$ cat src/include/cise_regs.svh
// Encoding and layout constants for the instruction subset executor.
`ifndef CISE_REGS_SVH
`define CISE_REGS_SVH

`define CISE_MASK_BTSS   14'h3C00
`define CISE_PAT_BTSS    14'h1C00
`define CISE_MASK_CALL   14'h3800
`define CISE_PAT_CALL    14'h2000
`define CISE_MASK_CLR    14'h3F80
`define CISE_PAT_CLR     14'h0180
`define CISE_MASK_SWAP   14'h3F00
`define CISE_PAT_SWAP    14'h0E00
`define CISE_MASK_DIR    14'h3FF8
`define CISE_PAT_DIR     14'h0060
`define CISE_MASK_XORL   14'h3F00
`define CISE_PAT_XORL    14'h3A00
`define CISE_MASK_XORF   14'h3F00
`define CISE_PAT_XORF    14'h0600
`define CISE_DBIT        7
`define CISE_BIT_LSB     7
`define CISE_DIR_MIN     3'h5
`define CISE_DIR_MAX     3'h7
`define CISE_SEL_A       3'h5
`define CISE_SEL_B       3'h6
`define CISE_SEL_C       3'h7
`define CISE_PC_STEP     13'h0001
`define CISE_LATCH_HI    4
`define CISE_LATCH_LO    3
`define CISE_RST_BYTE    8'h00
`define CISE_RST_PC      13'h0000
`define CISE_DIR_RST     8'hFF

`endif

$ cat src/include/cise_pkg.sv
// Types shared by the instruction subset executor.
`default_nettype none
package cise_pkg;
    typedef enum logic [1:0]
    {
        CISE_ST_EXEC  = 2'h0,
        CISE_ST_FLUSH = 2'h1
    } cise_state_t;

    typedef enum logic [2:0]
    {
        CISE_OP_NONE = 3'h0,
        CISE_OP_BTSS = 3'h1,
        CISE_OP_CALL = 3'h2,
        CISE_OP_CLR  = 3'h3,
        CISE_OP_SWAP = 3'h4,
        CISE_OP_DIR  = 3'h5,
        CISE_OP_XORL = 3'h6,
        CISE_OP_XORF = 3'h7
    } cise_op_t;
endpackage
`default_nettype wire

$ cat src/design/cise_core.sv
// Decode and execute logic for a subset of the 14-bit instruction set.
//
// Notes on behaviour
// RULE1: Bit test skips next when selected bit set.
// RULE2: Taken skip flushes fetched word, runs a no-op.
// RULE3: Call uses 11-bit target, two cycles, no flags.
// RULE4: Call pushes incremented PC onto stack top.
// RULE5: Call loads PC low bits, latch bits high.
// RULE6: Clear writes zero to register, sets zero flag.
// RULE7: Swap exchanges nibbles, flags unchanged.
// RULE8: Destination bit picks accumulator or file register.
// RULE9: Direction load copies accumulator, selector five..seven.
// RULE10: Literal XOR into accumulator, updates zero flag.
// RULE11: File XOR, destination selectable, updates zero flag.
// RULE12: Zero flag set exactly when result zero.
// RULE13: Other opcodes leave this block's state untouched.
`timescale 1ns/1ps
`default_nettype none
`include "cise_regs.svh"

module cise_core
(
    input  wire logic            clk,
    input  wire logic            resetn,
    input  wire logic            instr_valid,
    input  wire logic [13:0]     instr_word,
    input  wire logic [12:0]     pc_current,
    input  wire logic [7:0]      file_rdata,
    input  wire logic [7:0]      pc_high_latch,
    output var  logic [6:0]      file_addr,
    output var  logic [7:0]      file_wdata,
    output var  logic            file_we,
    output var  logic [7:0]      w_reg,
    output var  logic            zero_flag,
    output var  logic            pc_load,
    output var  logic [12:0]     pc_target,
    output var  logic            stack_push,
    output var  logic [12:0]     stack_top,
    output var  logic            flush,
    output var  logic            busy,
    output var  logic [7:0]      dir_a,
    output var  logic [7:0]      dir_b,
    output var  logic [7:0]      dir_c,
    output var  logic            cise_state_flush
);
    import cise_pkg::*;

    // ****************************************************************
    // Timing overview
    // ****************************************************************

    // One word is taken per rising edge while instr_valid is high and no
    // flush slot is running. Every result appears on the outputs one edge
    // after its word was taken, so the fetch side sees a fixed latency.
    //
    // A taken skip or a call claims one extra cycle. The word presented in
    // that cycle is the one already fetched behind the skip or call, and it
    // is dropped here rather than by the fetch side, which keeps the fetch
    // logic free of any knowledge of instruction classes.
    //
    // The file address is driven straight from the instruction word so the
    // read data returns in the same cycle. Writes leave one cycle later, so
    // the file space must hold on to the address of the originating word.
    // Limitation: a word that reads a register written by the word just
    // before it sees the old value unless the file space forwards the write.

    // ****************************************************************
    // Elaboration checks
    // ****************************************************************

    // A pattern bit outside its mask could never match, which would
    // silently turn an instruction into a no-op.
    if (((`CISE_PAT_BTSS & ~`CISE_MASK_BTSS) | (`CISE_PAT_CALL & ~`CISE_MASK_CALL)
         | (`CISE_PAT_CLR & ~`CISE_MASK_CLR) | (`CISE_PAT_SWAP & ~`CISE_MASK_SWAP)
         | (`CISE_PAT_XORL & ~`CISE_MASK_XORL) | (`CISE_PAT_XORF & ~`CISE_MASK_XORF)
         | (`CISE_PAT_DIR & ~`CISE_MASK_DIR)) != 14'h0000)
    begin : g_bad_pattern
        $error("Opcode pattern lies outside its mask.");
    end

    // The direction decode needs a selector range that is not empty.
    if (`CISE_DIR_MIN > `CISE_DIR_MAX)
    begin : g_bad_dir_range
        $error("Direction selector range is empty.");
    end

    // ****************************************************************
    // Decode
    // ****************************************************************

    // Classifies one instruction word; unknown words fall to no-op.
    function automatic cise_op_t decode_op(input logic [13:0] w);
        decode_op = CISE_OP_NONE;
        if ((w & `CISE_MASK_BTSS) == `CISE_PAT_BTSS)      decode_op = CISE_OP_BTSS;
        else if ((w & `CISE_MASK_CALL) == `CISE_PAT_CALL) decode_op = CISE_OP_CALL;
        else if ((w & `CISE_MASK_CLR) == `CISE_PAT_CLR)   decode_op = CISE_OP_CLR;
        else if ((w & `CISE_MASK_SWAP) == `CISE_PAT_SWAP) decode_op = CISE_OP_SWAP;
        else if ((w & `CISE_MASK_XORL) == `CISE_PAT_XORL) decode_op = CISE_OP_XORL;
        else if ((w & `CISE_MASK_XORF) == `CISE_PAT_XORF) decode_op = CISE_OP_XORF;
        else if ((w & `CISE_MASK_DIR) == `CISE_PAT_DIR
                 && w[2:0] >= `CISE_DIR_MIN && w[2:0] <= `CISE_DIR_MAX)
            decode_op = CISE_OP_DIR;
    endfunction

    // Zero test used by both XOR results; clear sets the flag directly.
    function automatic logic is_zero(input logic [7:0] v);
        is_zero = (v == `CISE_RST_BYTE); // RULE12
    endfunction

    // True when the word just taken claims the next cycle as a flush slot.
    // Shared by the state register and the slot indicators so that they
    // can never disagree about which words burn a cycle.
    function automatic logic takes_slot(input cise_op_t o, input logic [7:0] v,
                                        input logic [2:0] idx);
        takes_slot = (o == CISE_OP_BTSS && v[idx]) // RULE1
                     || o == CISE_OP_CALL; // RULE3
    endfunction

    cise_state_t state_q;
    cise_op_t    op;
    logic        exec;
    logic        dest_file;
    logic [2:0]  bit_idx;
    logic [7:0]  swapped;
    logic [7:0]  xored_f;
    logic [7:0]  xored_l;
    logic [7:0]  literal;
    logic [10:0] call_k;
    logic [2:0]  dir_sel;

    // A word arriving while the flush slot runs is the discarded one.
    assign exec      = instr_valid && (state_q == CISE_ST_EXEC);
    assign op        = exec ? decode_op(instr_word) : CISE_OP_NONE; // RULE13
    assign dest_file = instr_word[`CISE_DBIT];
    assign bit_idx   = instr_word[`CISE_BIT_LSB +: 3];
    assign swapped   = {file_rdata[3:0], file_rdata[7:4]}; // RULE7
    assign xored_f   = w_reg ^ file_rdata; // RULE11
    assign xored_l   = w_reg ^ literal; // RULE10

    // Operand fields of the current word, named once for every consumer.
    assign literal   = instr_word[7:0];
    assign call_k    = instr_word[10:0];
    assign dir_sel   = instr_word[2:0];

    // Address to the file space is combinational so reads land same cycle.
    assign file_addr = instr_word[6:0];

    // ****************************************************************
    // Sequencing
    // ****************************************************************

    // Both a taken skip and a call burn one extra flush cycle.
    always_ff @(posedge clk or negedge resetn)
    begin
        if (!resetn)
            state_q <= CISE_ST_EXEC;
        else
            case (state_q)
                CISE_ST_EXEC:
                begin
                    // The word behind a taken skip or call is already fetched.
                    if (takes_slot(op, file_rdata, bit_idx))
                        state_q <= CISE_ST_FLUSH; // RULE2
                end
                // The slot lasts exactly one cycle; the word in it is dropped.
                CISE_ST_FLUSH: state_q <= CISE_ST_EXEC;
                default:       state_q <= CISE_ST_EXEC;
            endcase
    end

    // Flush and busy mirror the state register one for one.
    always_ff @(posedge clk or negedge resetn)
    begin
        if (!resetn)
        begin
            flush            <= 1'b0;
            busy             <= 1'b0;
            cise_state_flush <= 1'b0;
        end
        else
        begin
            flush            <= takes_slot(op, file_rdata, bit_idx); // RULE2
            busy             <= takes_slot(op, file_rdata, bit_idx);
            cise_state_flush <= takes_slot(op, file_rdata, bit_idx);
        end
    end

    // ****************************************************************
    // Call: push and program counter load
    // ****************************************************************

    // The return address goes out with the push, in the same cycle as the new PC loads.
    always_ff @(posedge clk or negedge resetn)
    begin
        if (!resetn)
        begin
            stack_push <= 1'b0;
            stack_top  <= `CISE_RST_PC;
            pc_load    <= 1'b0;
            pc_target  <= `CISE_RST_PC;
        end
        else
        begin
            stack_push <= (op == CISE_OP_CALL);
            pc_load    <= (op == CISE_OP_CALL);
            if (op == CISE_OP_CALL)
            begin
                // Both values are taken at the same edge, so the return
                // address never sees the new program counter.
                stack_top <= 13'(pc_current + `CISE_PC_STEP); // RULE4
                // Only two latch bits reach the counter; the rest are
                // ignored, so a call cannot leave the 13-bit space.
                pc_target <= {pc_high_latch[`CISE_LATCH_HI:`CISE_LATCH_LO],
                              call_k}; // RULE5
            end
        end
    end

    // ****************************************************************
    // File write port
    // ****************************************************************

    // Results bound for the file register go out as a one-cycle write.
    always_ff @(posedge clk or negedge resetn)
    begin
        if (!resetn)
        begin
            file_we    <= 1'b0;
            file_wdata <= `CISE_RST_BYTE;
        end
        else
        begin
            file_we <= 1'b0;
            case (op)
                // Clear has no destination bit; it always writes the file.
                CISE_OP_CLR:
                begin
                    file_we    <= 1'b1;
                    file_wdata <= `CISE_RST_BYTE; // RULE6
                end
                CISE_OP_SWAP:
                begin
                    file_we    <= dest_file; // RULE8
                    file_wdata <= swapped;
                end
                CISE_OP_XORF:
                begin
                    file_we    <= dest_file; // RULE8
                    file_wdata <= xored_f;
                end
                default: file_we <= 1'b0;
            endcase
        end
    end

    // ****************************************************************
    // Accumulator and zero flag
    // ****************************************************************

    // Accumulator takes results whose destination bit is clear.
    always_ff @(posedge clk or negedge resetn)
    begin
        if (!resetn)
            w_reg <= `CISE_RST_BYTE;
        else
            case (op)
                CISE_OP_SWAP: if (!dest_file) w_reg <= swapped; // RULE8
                CISE_OP_XORF: if (!dest_file) w_reg <= xored_f; // RULE11
                CISE_OP_XORL: w_reg <= xored_l; // RULE10
                default:      w_reg <= w_reg;
            endcase
    end

    // Swap, call, skip and direction load leave the flag alone.
    always_ff @(posedge clk or negedge resetn)
    begin
        if (!resetn)
            zero_flag <= 1'b0;
        else
            case (op)
                CISE_OP_CLR:  zero_flag <= 1'b1; // RULE6
                CISE_OP_XORF: zero_flag <= is_zero(xored_f); // RULE12
                CISE_OP_XORL: zero_flag <= is_zero(xored_l); // RULE12
                default:      zero_flag <= zero_flag;
            endcase
    end

    // ****************************************************************
    // Port direction registers
    // ****************************************************************

    // Resetting to all ones leaves every pin an input until software acts.
    always_ff @(posedge clk or negedge resetn)
    begin
        if (!resetn)
        begin
            dir_a <= `CISE_DIR_RST;
            dir_b <= `CISE_DIR_RST;
            dir_c <= `CISE_DIR_RST;
        end
        // Selectors below the range never get here; decode refuses them.
        else if (op == CISE_OP_DIR)
            case (dir_sel) // RULE9
                `CISE_SEL_A: dir_a <= w_reg;
                `CISE_SEL_B: dir_b <= w_reg;
                `CISE_SEL_C: dir_c <= w_reg;
                default:     dir_a <= dir_a;
            endcase
    end
endmodule

`default_nettype wire

$ cat config.mk
export PLATFORM = sky130hd
export DESIGN_NAME = cise_core
export DESIGN_NICKNAME = d
export VERILOG_FILES = /design/src/include/cise_pkg.sv /design/src/design/cise_core.sv
export VERILOG_INCLUDE_DIRS = /design/src /design/src/include
export SDC_FILE = /design/constraint.sdc
export NUM_CORES = 1
export LEC_CHECK = 0
export BUFFER_PORTS_ARGS = -buffer_cell sky130_fd_sc_hd__buf_2
export CORE_ASPECT_RATIO = 0.6
export CORE_UTILIZATION = 45
export DETAILED_ROUTE_END_ITERATION = 12
export GPL_TIMING_DRIVEN = 0
export PLACE_DENSITY = 0.72
export SYNTH_ARGS = -nofsm -noshare
export SYNTH_HDL_FRONTEND = slang
export SYNTH_SLANG_ARGS = --single-unit
$ cat constraint.sdc
create_clock -name clk -period 3 [get_ports clk]
set_input_delay 0.45 -clock clk [delete_from_list [all_inputs] [get_ports clk]]
set_output_delay 0.45 -clock clk [all_outputs]
set_load 0.05 [all_outputs]
Yosys cells after proc, flatten, opt, wreduce, memory -nomap -nowiden:

Index checks and enable logic that the tools add are counted.

* flip-flop bits (word level): 72
* bits in latches: 0
* bits in writable memories: 0
* memory bits (read-only): 0
* bits of input ports: 46
* output and inout port bits: 80
* word-level logic and storage cells: 72
* memories: 0

* add/subtract/negate cells: 1
* $mul: 0
* divide/modulo/power cells: 0
* order comparisons: 3
* eq/ne operators: 20
* shifts and indexed selects: 0
* muxes and demuxes: 18
* bitwise gates (word level): 2
* reductions and logical operators: 16

Operators with widths (count)
* $pmux W8 S3: 2
* $eq A3 B3 Y1 const B: 8
* $mux W3: 8
* $logic_not A8 Y1: 2
* $mux W8: 2
* $xor A8 B8 Y8: 2
* $add A13 B1 Y13 const B: 1
* $eq A11 B4 Y1 const B: 1
* $reduce_bool A3 Y1: 3
* $eq A7 B2 Y1 const B: 1
* $eq A3 B2 Y1 const B: 2
* $eq A6 B3 Y1 const B: 1
* $eq A6 B4 Y1 const B: 1
* $eq A6 B6 Y1 const B: 1
* $reduce_and A2 Y1: 3
* $eq A4 B3 Y1 const B: 1
* $logic_and A1 B1 Y1: 4
* $lt A3 B4 Y1 const B: 1
* $mux W2: 2
* $ne A2 B2 Y1 const B: 2
* $bmux W1 S3: 1
* $eq A3 B1 Y1 const B: 1
* $ge A3 B3 Y1 const B: 1
* $le A3 B3 Y1 const B: 1
* other kinds (8): 8

Longest topological paths before layout:

Gate-level depths: netlist of the first run.

* word-level depth: 16
* depth in mapped cells: 9
* mapped depth without buffers: 6

Least setup slack after synthesis of the first run:

OpenSTA, ideal clock, no wires.

* path kind: input -> register
* start: in instr_word[10]
* end: reg dir_a[0]
* library setup time: 0.082 ns
* arrival: 2.521 ns
* data required time: 2.918 ns
* setup slack: 0.397 ns
* stages on the path: 7
* path buffers: 1
* cell sequence: nor4_1 -> o2111a_1 -> o211ai_1 -> or4b_1 -> buf_2 -> nor3b_4 -> mux2_2

* cells in the longest elaborated chain, start to end: 13
* elaborated cells on any way between the ends: 18
* classes of those cells: eq/ne: 7; mux: 8; reduce/logical: 3

RTL lines
* start: declaration: RTL line cise_core.sv:26 `input wire logic [13:0] instr_word,`
* $eq A11 B4 Y1 (no source line)
* $logic_and A1 B1 Y1 (no source line) (2 in series)
* $mux W3: RTL line cise_core.sv:100 `` else if ((w & `CISE_MASK_DIR) == `CISE_PAT_DIR ``
* $mux W3: RTL line cise_core.sv:99 `` else if ((w & `CISE_MASK_XORF) == `CISE_PAT_XORF) decode_op = CISE_OP_XORF; ``
* $mux W3: RTL line cise_core.sv:98 `` else if ((w & `CISE_MASK_XORL) == `CISE_PAT_XORL) decode_op = CISE_OP_XORL; ``
* $mux W3: RTL line cise_core.sv:97 `` else if ((w & `CISE_MASK_SWAP) == `CISE_PAT_SWAP) decode_op = CISE_OP_SWAP; ``
* $mux W3: RTL line cise_core.sv:96 `` else if ((w & `CISE_MASK_CLR) == `CISE_PAT_CLR) decode_op = CISE_OP_CLR; ``
* $mux W3: RTL line cise_core.sv:95 `` else if ((w & `CISE_MASK_CALL) == `CISE_PAT_CALL) decode_op = CISE_OP_CALL; ``
* $mux W3 *: RTL line cise_core.sv:94 `` if ((w & `CISE_MASK_BTSS) == `CISE_PAT_BTSS) decode_op = CISE_OP_BTSS; ``
* $mux W3 *: RTL line cise_core.sv:133 `assign op = exec ? decode_op(instr_word) : CISE_OP_NONE;`
* $eq A3 B3 Y1 *: RTL line cise_core.sv:302 `else if (op == CISE_OP_DIR)`
* $reduce_and A2 Y1 (no source line) *
* end signal: assignment: RTL line cise_core.sv:297 `` dir_a <= `CISE_DIR_RST; ``
* end signal: assignment: RTL line cise_core.sv:304 `` `CISE_SEL_A: dir_a <= w_reg; ``
* end signal: assignment: RTL line cise_core.sv:307 `default: dir_a <= dir_a;`
* end: declaration: RTL line cise_core.sv:41 `output var logic [7:0] dir_a,`

Mark *: on every way between the ends. The rest lies on a longest branch, timed or not.
A chain may end at the register's enable or synchronous reset.

Worst setup path in the final report of the first run:

* start: in instr_word[10]
* end: reg dir_a[1]

Same word-level chain as after synthesis.

==> flow_metrics.env, run 1 <==
export IMPL_outcome="complete, no violations"
export IMPL_rows=25
export IMPL_yosysWarningCount=0
export IMPL_maxCapViolCount=0
export IMPL_grtUsageTotal_pct=23.8
export IMPL_min_period_ns=2.89
export IMPL_p_leak_nw=2.36
export IMPL_crit_path_frequent_cell="buf_2"
export IMPL_die_area_sq_mm=0.00882
export IMPL_min_path_type="primary input to asynchronous set/reset pin"
export IMPL_fmax_ghz=0.346
export IMPL_syn2layout_area_growth_pct=27.7
export IMPL_setup_worst_path_start_class="primary input"
export IMPL_io_buffers=119
export IMPL_synth_async_reset_ratio_pct=100
export IMPL_cts_hold_buffers_added=0
export IMPL_setup_violations_final=0
export IMPL_place_ws_ns=-0.191
export IMPL_fin_ws_ns=0.109
export IMPL_clkLatencyLatePin_ns=0.33
export IMPL_numCtsBuffers=9
export IMPL_grt_pass1_wl_um=15700
export IMPL_cts_sinks=71
export IMPL_viasPerCell=5.60
export IMPL_peakVddDrop_uv=428
export IMPL_cp_arrival_ns=3.15
export IMPL_post_route_period_util_pct=96.4
export IMPL_first_global_vias=2965
export IMPL_coreArea_sq_mm=0.00801
export IMPL_drt_wl_total_um=10100
export IMPL_post_layout_nonfiller_instances=566
export IMPL_cellPowerDensity_mw_per_mm2=731
export IMPL_drt_iter0_drc=215
export IMPL_post_cts_setup_buffers=0
export IMPL_critPathBufInv=2
export IMPL_clk_transition_reported_paths_ns=0.06
export IMPL_crit_path_max_fanout=10
export IMPL_antenna_cells=0
export IMPL_die_width_um=121
export IMPL_dp_hpwl_um=7400
export IMPL_worst_path_max_delay_cell="or4b_1"
export IMPL_rsz0062_at_grt="false"
export IMPL_skew_ns=0.00470
export IMPL_hold_viol_final=0
export IMPL_placed_cell_area_sq_mm=0.00453
export IMPL_synth_avg_cell_area_sq_um=11.8
export IMPL_layout_common_cells="122 x buf_2, 49 x mux2_2, 47 x dfrtp_1, 24 x dfstp_2, 21 x xor2_1"
export IMPL_synth_edf_count=0
export IMPL_ys_ff_latch=71
export IMPL_drc=0
export IMPL_crit_chain="buf_2 -> nor4_1 -> o2111a_1 -> a211oi_2 -> or4b_1 -> buf_2 -> nor3b_4 -> mux2_2"
export IMPL_synth_cell_area_sq_mm=0.00380
export IMPL_cts_tree="built"
export IMPL_layout_drive_gt1_share_pct=51.5
export IMPL_layout_commonest_cell="buf_2"
export IMPL_dp_cells=550
export IMPL_cts_buffer_depth=2
export IMPL_synth_fp_nets=370
export IMPL_yosysSeqAreaShare_pct=47.6
export IMPL_endpoint_kind="flop"
export IMPL_crit_path_max_incr_delay_ns=0.54
export IMPL_relSlewSlack_pct=42.6
export IMPL_first_pass_iters=4
export IMPL_start_util_pct=47.4
export IMPL_critPathKind="primary input to flop"
export IMPL_place_congestion=0.929
export IMPL_nets=500
export IMPL_cp_required_ns=3.26
export IMPL_ys_types=50
export IMPL_design_area_sq_mm=0.00485
export IMPL_fin_setup_tns_ns=0
export IMPL_wire_per_inst_um=17.9
export IMPL_holdWs_ns=0.219
export IMPL_ctsResizeCount=0
export IMPL_antenna_found_initial=0
export IMPL_reg_largest_list="pc_target (13), stack_top (13)"
export IMPL_path_delay_family="simple AND/OR/NAND/NOR gates"
export IMPL_ys_flop_type="dfrtp_1"
export IMPL_dieHeight_um=73.2
export IMPL_grt_overflow=0
export IMPL_grt_max_degree=72
export IMPL_worst_pin_slew_ns=0.862
export IMPL_cts_root_buf="clkbuf_16"
export IMPL_htreeDepth=3
export IMPL_drv_slew=0
export IMPL_drt_antenna_violating_nets=0
export IMPL_vias=3169
export IMPL_synth_cells=323
export IMPL_ioPinCount=126
-- worst paths after layout --
check,startpoint,slack [ns],cells after the start,to
worst max register to register,state_q[0],0.37,7,dir_a[1]
worst min register to register,file_wdata[1],0.47,1,file_wdata[1]
worst min-delay path,resetn,0.22,1,stack_top[12]
min in group clk,pc_current[0],0.35,2,stack_top[0]
max in group asynchronous,resetn,2.21,1,file_wdata[2]
worst max-delay path,instr_word[10],0.11,8,dir_a[1]
-- layout make-up --
cell class                 count  area, sq um
tap                          108          135
buffer                        33          166
multi-input combinational    214         1810
sequential                    71         1810
clock inverter                 4         50.0
inverter                       5         18.8
fill                         680         3160
timing repair buffer         119          598
clock buffer                  12          268
-- report_power, final --
part           internal (mW)  switching, mW
sequential              1.12         0.0817
combinational          0.321          0.910
clock                  0.718          0.394
-- logic make-up (layout without fill, tap and decap cells) --
family | after synthesis | count (layout) | share of synthesized area [%]
AOI/OAI and AO/OA | 55 | 55 | 11.0
xor gates and xnor gates | 27 | 27 | 6.23
adders and majority gates | 2 | 2 | 0.626
buffers and inverters | 38 | 173 | 4.88
DFF | 71 | 71 | 47.6
muxes | 55 | 55 | 16.4
and+or+nand+nor | 75 | 75 | 13.2
-- routing by layer --
layer,part of all wire (%),vias to the layer above,wire [um],track usage [%]
met2,43,134,4320,33.3
li1,-,1447,-,-
met5,0,-,0,0
met4,1.1,0,115,7.41
met1,48,1575,4890,35.2
met3,7.8,13,790,7.11
-- stage by stage --
step	total power, mW	utilization [%]
after floorplan	2.10	-
after global placement	2.42	56.5
after detailed placement	2.44	56.6
after CTS	3.56	60.5
after global routing	3.69	60.5
final	3.54	60.5
-- cell usage after synthesis, types with 2 or more instances --
cell | number | area share [%]
a221oi_1 | 8 | 1.8
and3_1 | 6 | 0.99
xor2_1 | 21 | 4.8
nand3_1 | 7 | 0.92
mux2_2 | 49 | 15
nor4b_1 | 9 | 2.1
a21oi_1 | 2 | 0.26
or3_1 | 2 | 0.33
o31ai_1 | 7 | 1.4
inv_1 | 5 | 0.49
a21bo_2 | 2 | 0.53
nand2_1 | 6 | 0.59
nor4_1 | 12 | 2.0
nor2b_1 | 8 | 1.3
a31o_2 | 2 | 0.46
nor4bb_1 | 2 | 0.53
dfstp_2 | 24 | 17
o211ai_1 | 2 | 0.40
buf_1 | 5 | 0.49
nor2_1 | 5 | 0.49
nand2b_1 | 2 | 0.33
o21ai_0 | 8 | 1.1
nor3b_4 | 2 | 0.99
a22o_1 | 8 | 1.8
a21o_1 | 9 | 1.8
mux2i_1 | 5 | 1.3
nor3_1 | 4 | 0.53
clkbuf_1 | 14 | 1.4
buf_2 | 4 | 0.53
or2_2 | 3 | 0.49
xnor2_1 | 6 | 1.4
buf_4 | 10 | 2.0
dfrtp_1 | 47 | 31
Power figures use the tool's default switching activity.
==> run 2: changes to the inputs <==
Settings changed: CELL_PAD_IN_SITES_DETAIL_PLACEMENT set to 0, CELL_PAD_IN_SITES_GLOBAL_PLACEMENT set to 1, CORE_UTILIZATION 45 to 39, HOLD_SLACK_MARGIN set to 0.08, PLACE_DENSITY 0.72 to unset, PLACE_DENSITY_LB_ADDON set to 0.1.
==> run 2 against run 1 <==
Compared with the run above:
- via count is 2.5% lower
- count of clock-buffer cells in the layout is 1 lower
- non-clock buffer count grew 2
- clock power is 5% lower
- combinational power about the same
- sequential cell count stayed put
- clock skew grew 0.0016 ns
- critical endpoint is now dir_b[2]
- largest power group unchanged
==> flow_metrics.env, run 2 (synthesis gave the netlist of run 1 again) <==
export IMPL_outcome="complete, no violations"
export IMPL_worst_path_max_delay_cell="or4b_1"
export IMPL_skew_ns=0.00627
export IMPL_comb_power_share_pct=35.4
export IMPL_numCtsBuffers=9
export IMPL_cts_buffer_depth=2
export IMPL_die_width_um=129
export IMPL_p_leak_nw=2.39
export IMPL_drc=0
export IMPL_peakVddDrop_uv=440
export IMPL_crit_path_max_incr_delay_ns=0.54
export IMPL_fin_ws_ns=0.221
export IMPL_coreArea_sq_mm=0.00932
export IMPL_fill_cells=880
export IMPL_swShare_pct=40.2
export IMPL_post_layout_nonfiller_instances=590
export IMPL_first_global_vias=2869
export IMPL_ioPinCount=126
export IMPL_drt_iter0_drc=189
export IMPL_place_congestion=0.863
export IMPL_crit_path_frequent_cell="buf_2"
export IMPL_layout_drive_gt1_share_pct=52.0
export IMPL_pwr_share_clk_pct=30.2
export IMPL_crit_chain="buf_2 -> nor4_1 -> o2111a_1 -> a211oi_2 -> or4b_1 -> buf_2 -> nor3b_4 -> buf_12 -> mux2_2"
export IMPL_fin_setup_tns_ns=0
export IMPL_p_sw_mw=1.39
export IMPL_post_route_period_util_pct=92.6
export IMPL_htreeDepth=3
export IMPL_share_seq_of_total_power_pct=34.4
export IMPL_cp_arrival_ns=3.03
export IMPL_reg_largest_list="pc_target (13), stack_top (13)"
export IMPL_dieHeight_um=78.4
export IMPL_dp_cells=572
export IMPL_drt_wl_total_um=10200
export IMPL_hold_viol_final=0
export IMPL_cellPowerDensity_mw_per_mm2=707
export IMPL_cts_root_buf="clkbuf_16"
export IMPL_grtUsageTotal_pct=21.0
export IMPL_clk_transition_reported_paths_ns=0.06
export IMPL_cts_sinks=71
export IMPL_relSlewSlack_pct=39.3
export IMPL_fin_util_pct=52.7
export IMPL_drv_slew=0
export IMPL_holdWs_ns=0.239
export IMPL_antenna_found_initial=0
export IMPL_cts_tree="built"
export IMPL_wire_per_inst_um=17.2
export IMPL_io_buffers=119
export IMPL_crit_path_max_fanout=10
export IMPL_grt_pass1_wl_um=15800
export IMPL_grt_overflow=0
export IMPL_design_area_sq_mm=0.00491
export IMPL_clkLatencyLatePin_ns=0.33
export IMPL_cts_hold_buffers_added=0
export IMPL_place_ws_ns=-0.237
export IMPL_maxCapViolCount=0
export IMPL_vias=3090
export IMPL_grt_max_degree=72
export IMPL_placed_cell_area_sq_mm=0.00456
export IMPL_multi_input_area_sq_mm=0.00182
export IMPL_endpoint_kind="flop"
export IMPL_nets=502
export IMPL_first_pass_iters=4
export IMPL_die_area_sq_mm=0.0101
export IMPL_layout_commonest_cell="buf_2"
export IMPL_syn2layout_area_growth_pct=29.3
export IMPL_critPathKind="primary input to flop"
export IMPL_start_util_pct=40.7
export IMPL_min_period_ns=2.78
export IMPL_viasPerCell=5.24
export IMPL_setup_worst_path_start_class="primary input"
export IMPL_drt_antenna_violating_nets=0
export IMPL_fmax_ghz=0.360
export IMPL_setup_violations_final=0
export IMPL_r2r_setup_slack_ns=0.33
export IMPL_layout_common_cells="122 x buf_2, 49 x mux2_2, 47 x dfrtp_1, 24 x dfstp_2, 21 x xor2_1"
export IMPL_antenna_cells=0
export IMPL_seq_area_sq_mm=0.00181
export IMPL_rsz0062_at_grt="false"
export IMPL_rows=27
export IMPL_min_path_type="primary input to asynchronous set/reset pin"
export IMPL_p_int_mw=2.08
export IMPL_cp_required_ns=3.26
export IMPL_dp_hpwl_um=7490
export IMPL_total_power_mw=3.47
export IMPL_worst_pin_slew_ns=0.904
-- run 2: cell count changes in the layout (fill, tap and decap cells not counted), sizes merged --
cell    before  now
clkbuf      26   25
bufinv       1    0
clkinv       1    3
buf        138  140
-- run 2: timing repair --
item | in CTS | in global routing
resized for setup | 0 | 2
buffers inserted | 0 | 2
setup endpoints to repair | 0 | 21
-- run 2: final timing paths --
kind | startpoint | to | cells past startpoint
hold reg to reg | file_wdata[1] | file_wdata[1] | 1
setup reg to reg | state_q[0] | w_reg[3] | 8
hold / removal | resetn | file_wdata[5] | 1
min in group clk | pc_current[0] | stack_top[0] | 2
setup / recovery | instr_word[10] | dir_b[2] | 9
max in group asynchronous | resetn | stack_top[4] | 1
-- run 2: worst max-delay path: cells and delay by family --
kind / cells / cell delay (ns)
AND/OR/NAND/NOR: 3 / 1.25
AO/OA/AOI/OAI: 2 / 0.52
buffers and inverters: 3 / 0.48
multiplexers: 1 / 0.33
-- run 2: power groups by stage --
stage	sequential (mW)	clock (mW)	combinational, mW
after floorplan	1.77	0	0.327
after global placement	1.20	0	1.22
after detailed placement	1.21	0	1.23
after CTS	1.19	1.07	1.23
after global routing	1.22	1.11	1.29
final	1.19	1.05	1.23
-- run 2: routing by layer --
layer | GRT usage [%] | vias to the layer above | wire length [um] | share of wire, %
li1 | - | 1450 | - | -
met2 | 27.0 | 116 | 4130 | 41
met1 | 33.3 | 1514 | 5260 | 52
met4 | 6.35 | 0 | 97 | 0.95
met3 | 5.04 | 10 | 681 | 6.7
met5 | 0 | - | 0 | 0
-- run 2: final cells by class --
cell class | instances | area share, %
tap | 130 | 3.31
sequential | 71 | 36.8
timing repair buffer | 121 | 13.0
clock inverter | 5 | 0.764
inverter | 5 | 0.382
buffer | 33 | 3.39
clock buffer | 11 | 5.38
multi-input combinational | 214 | 37.0
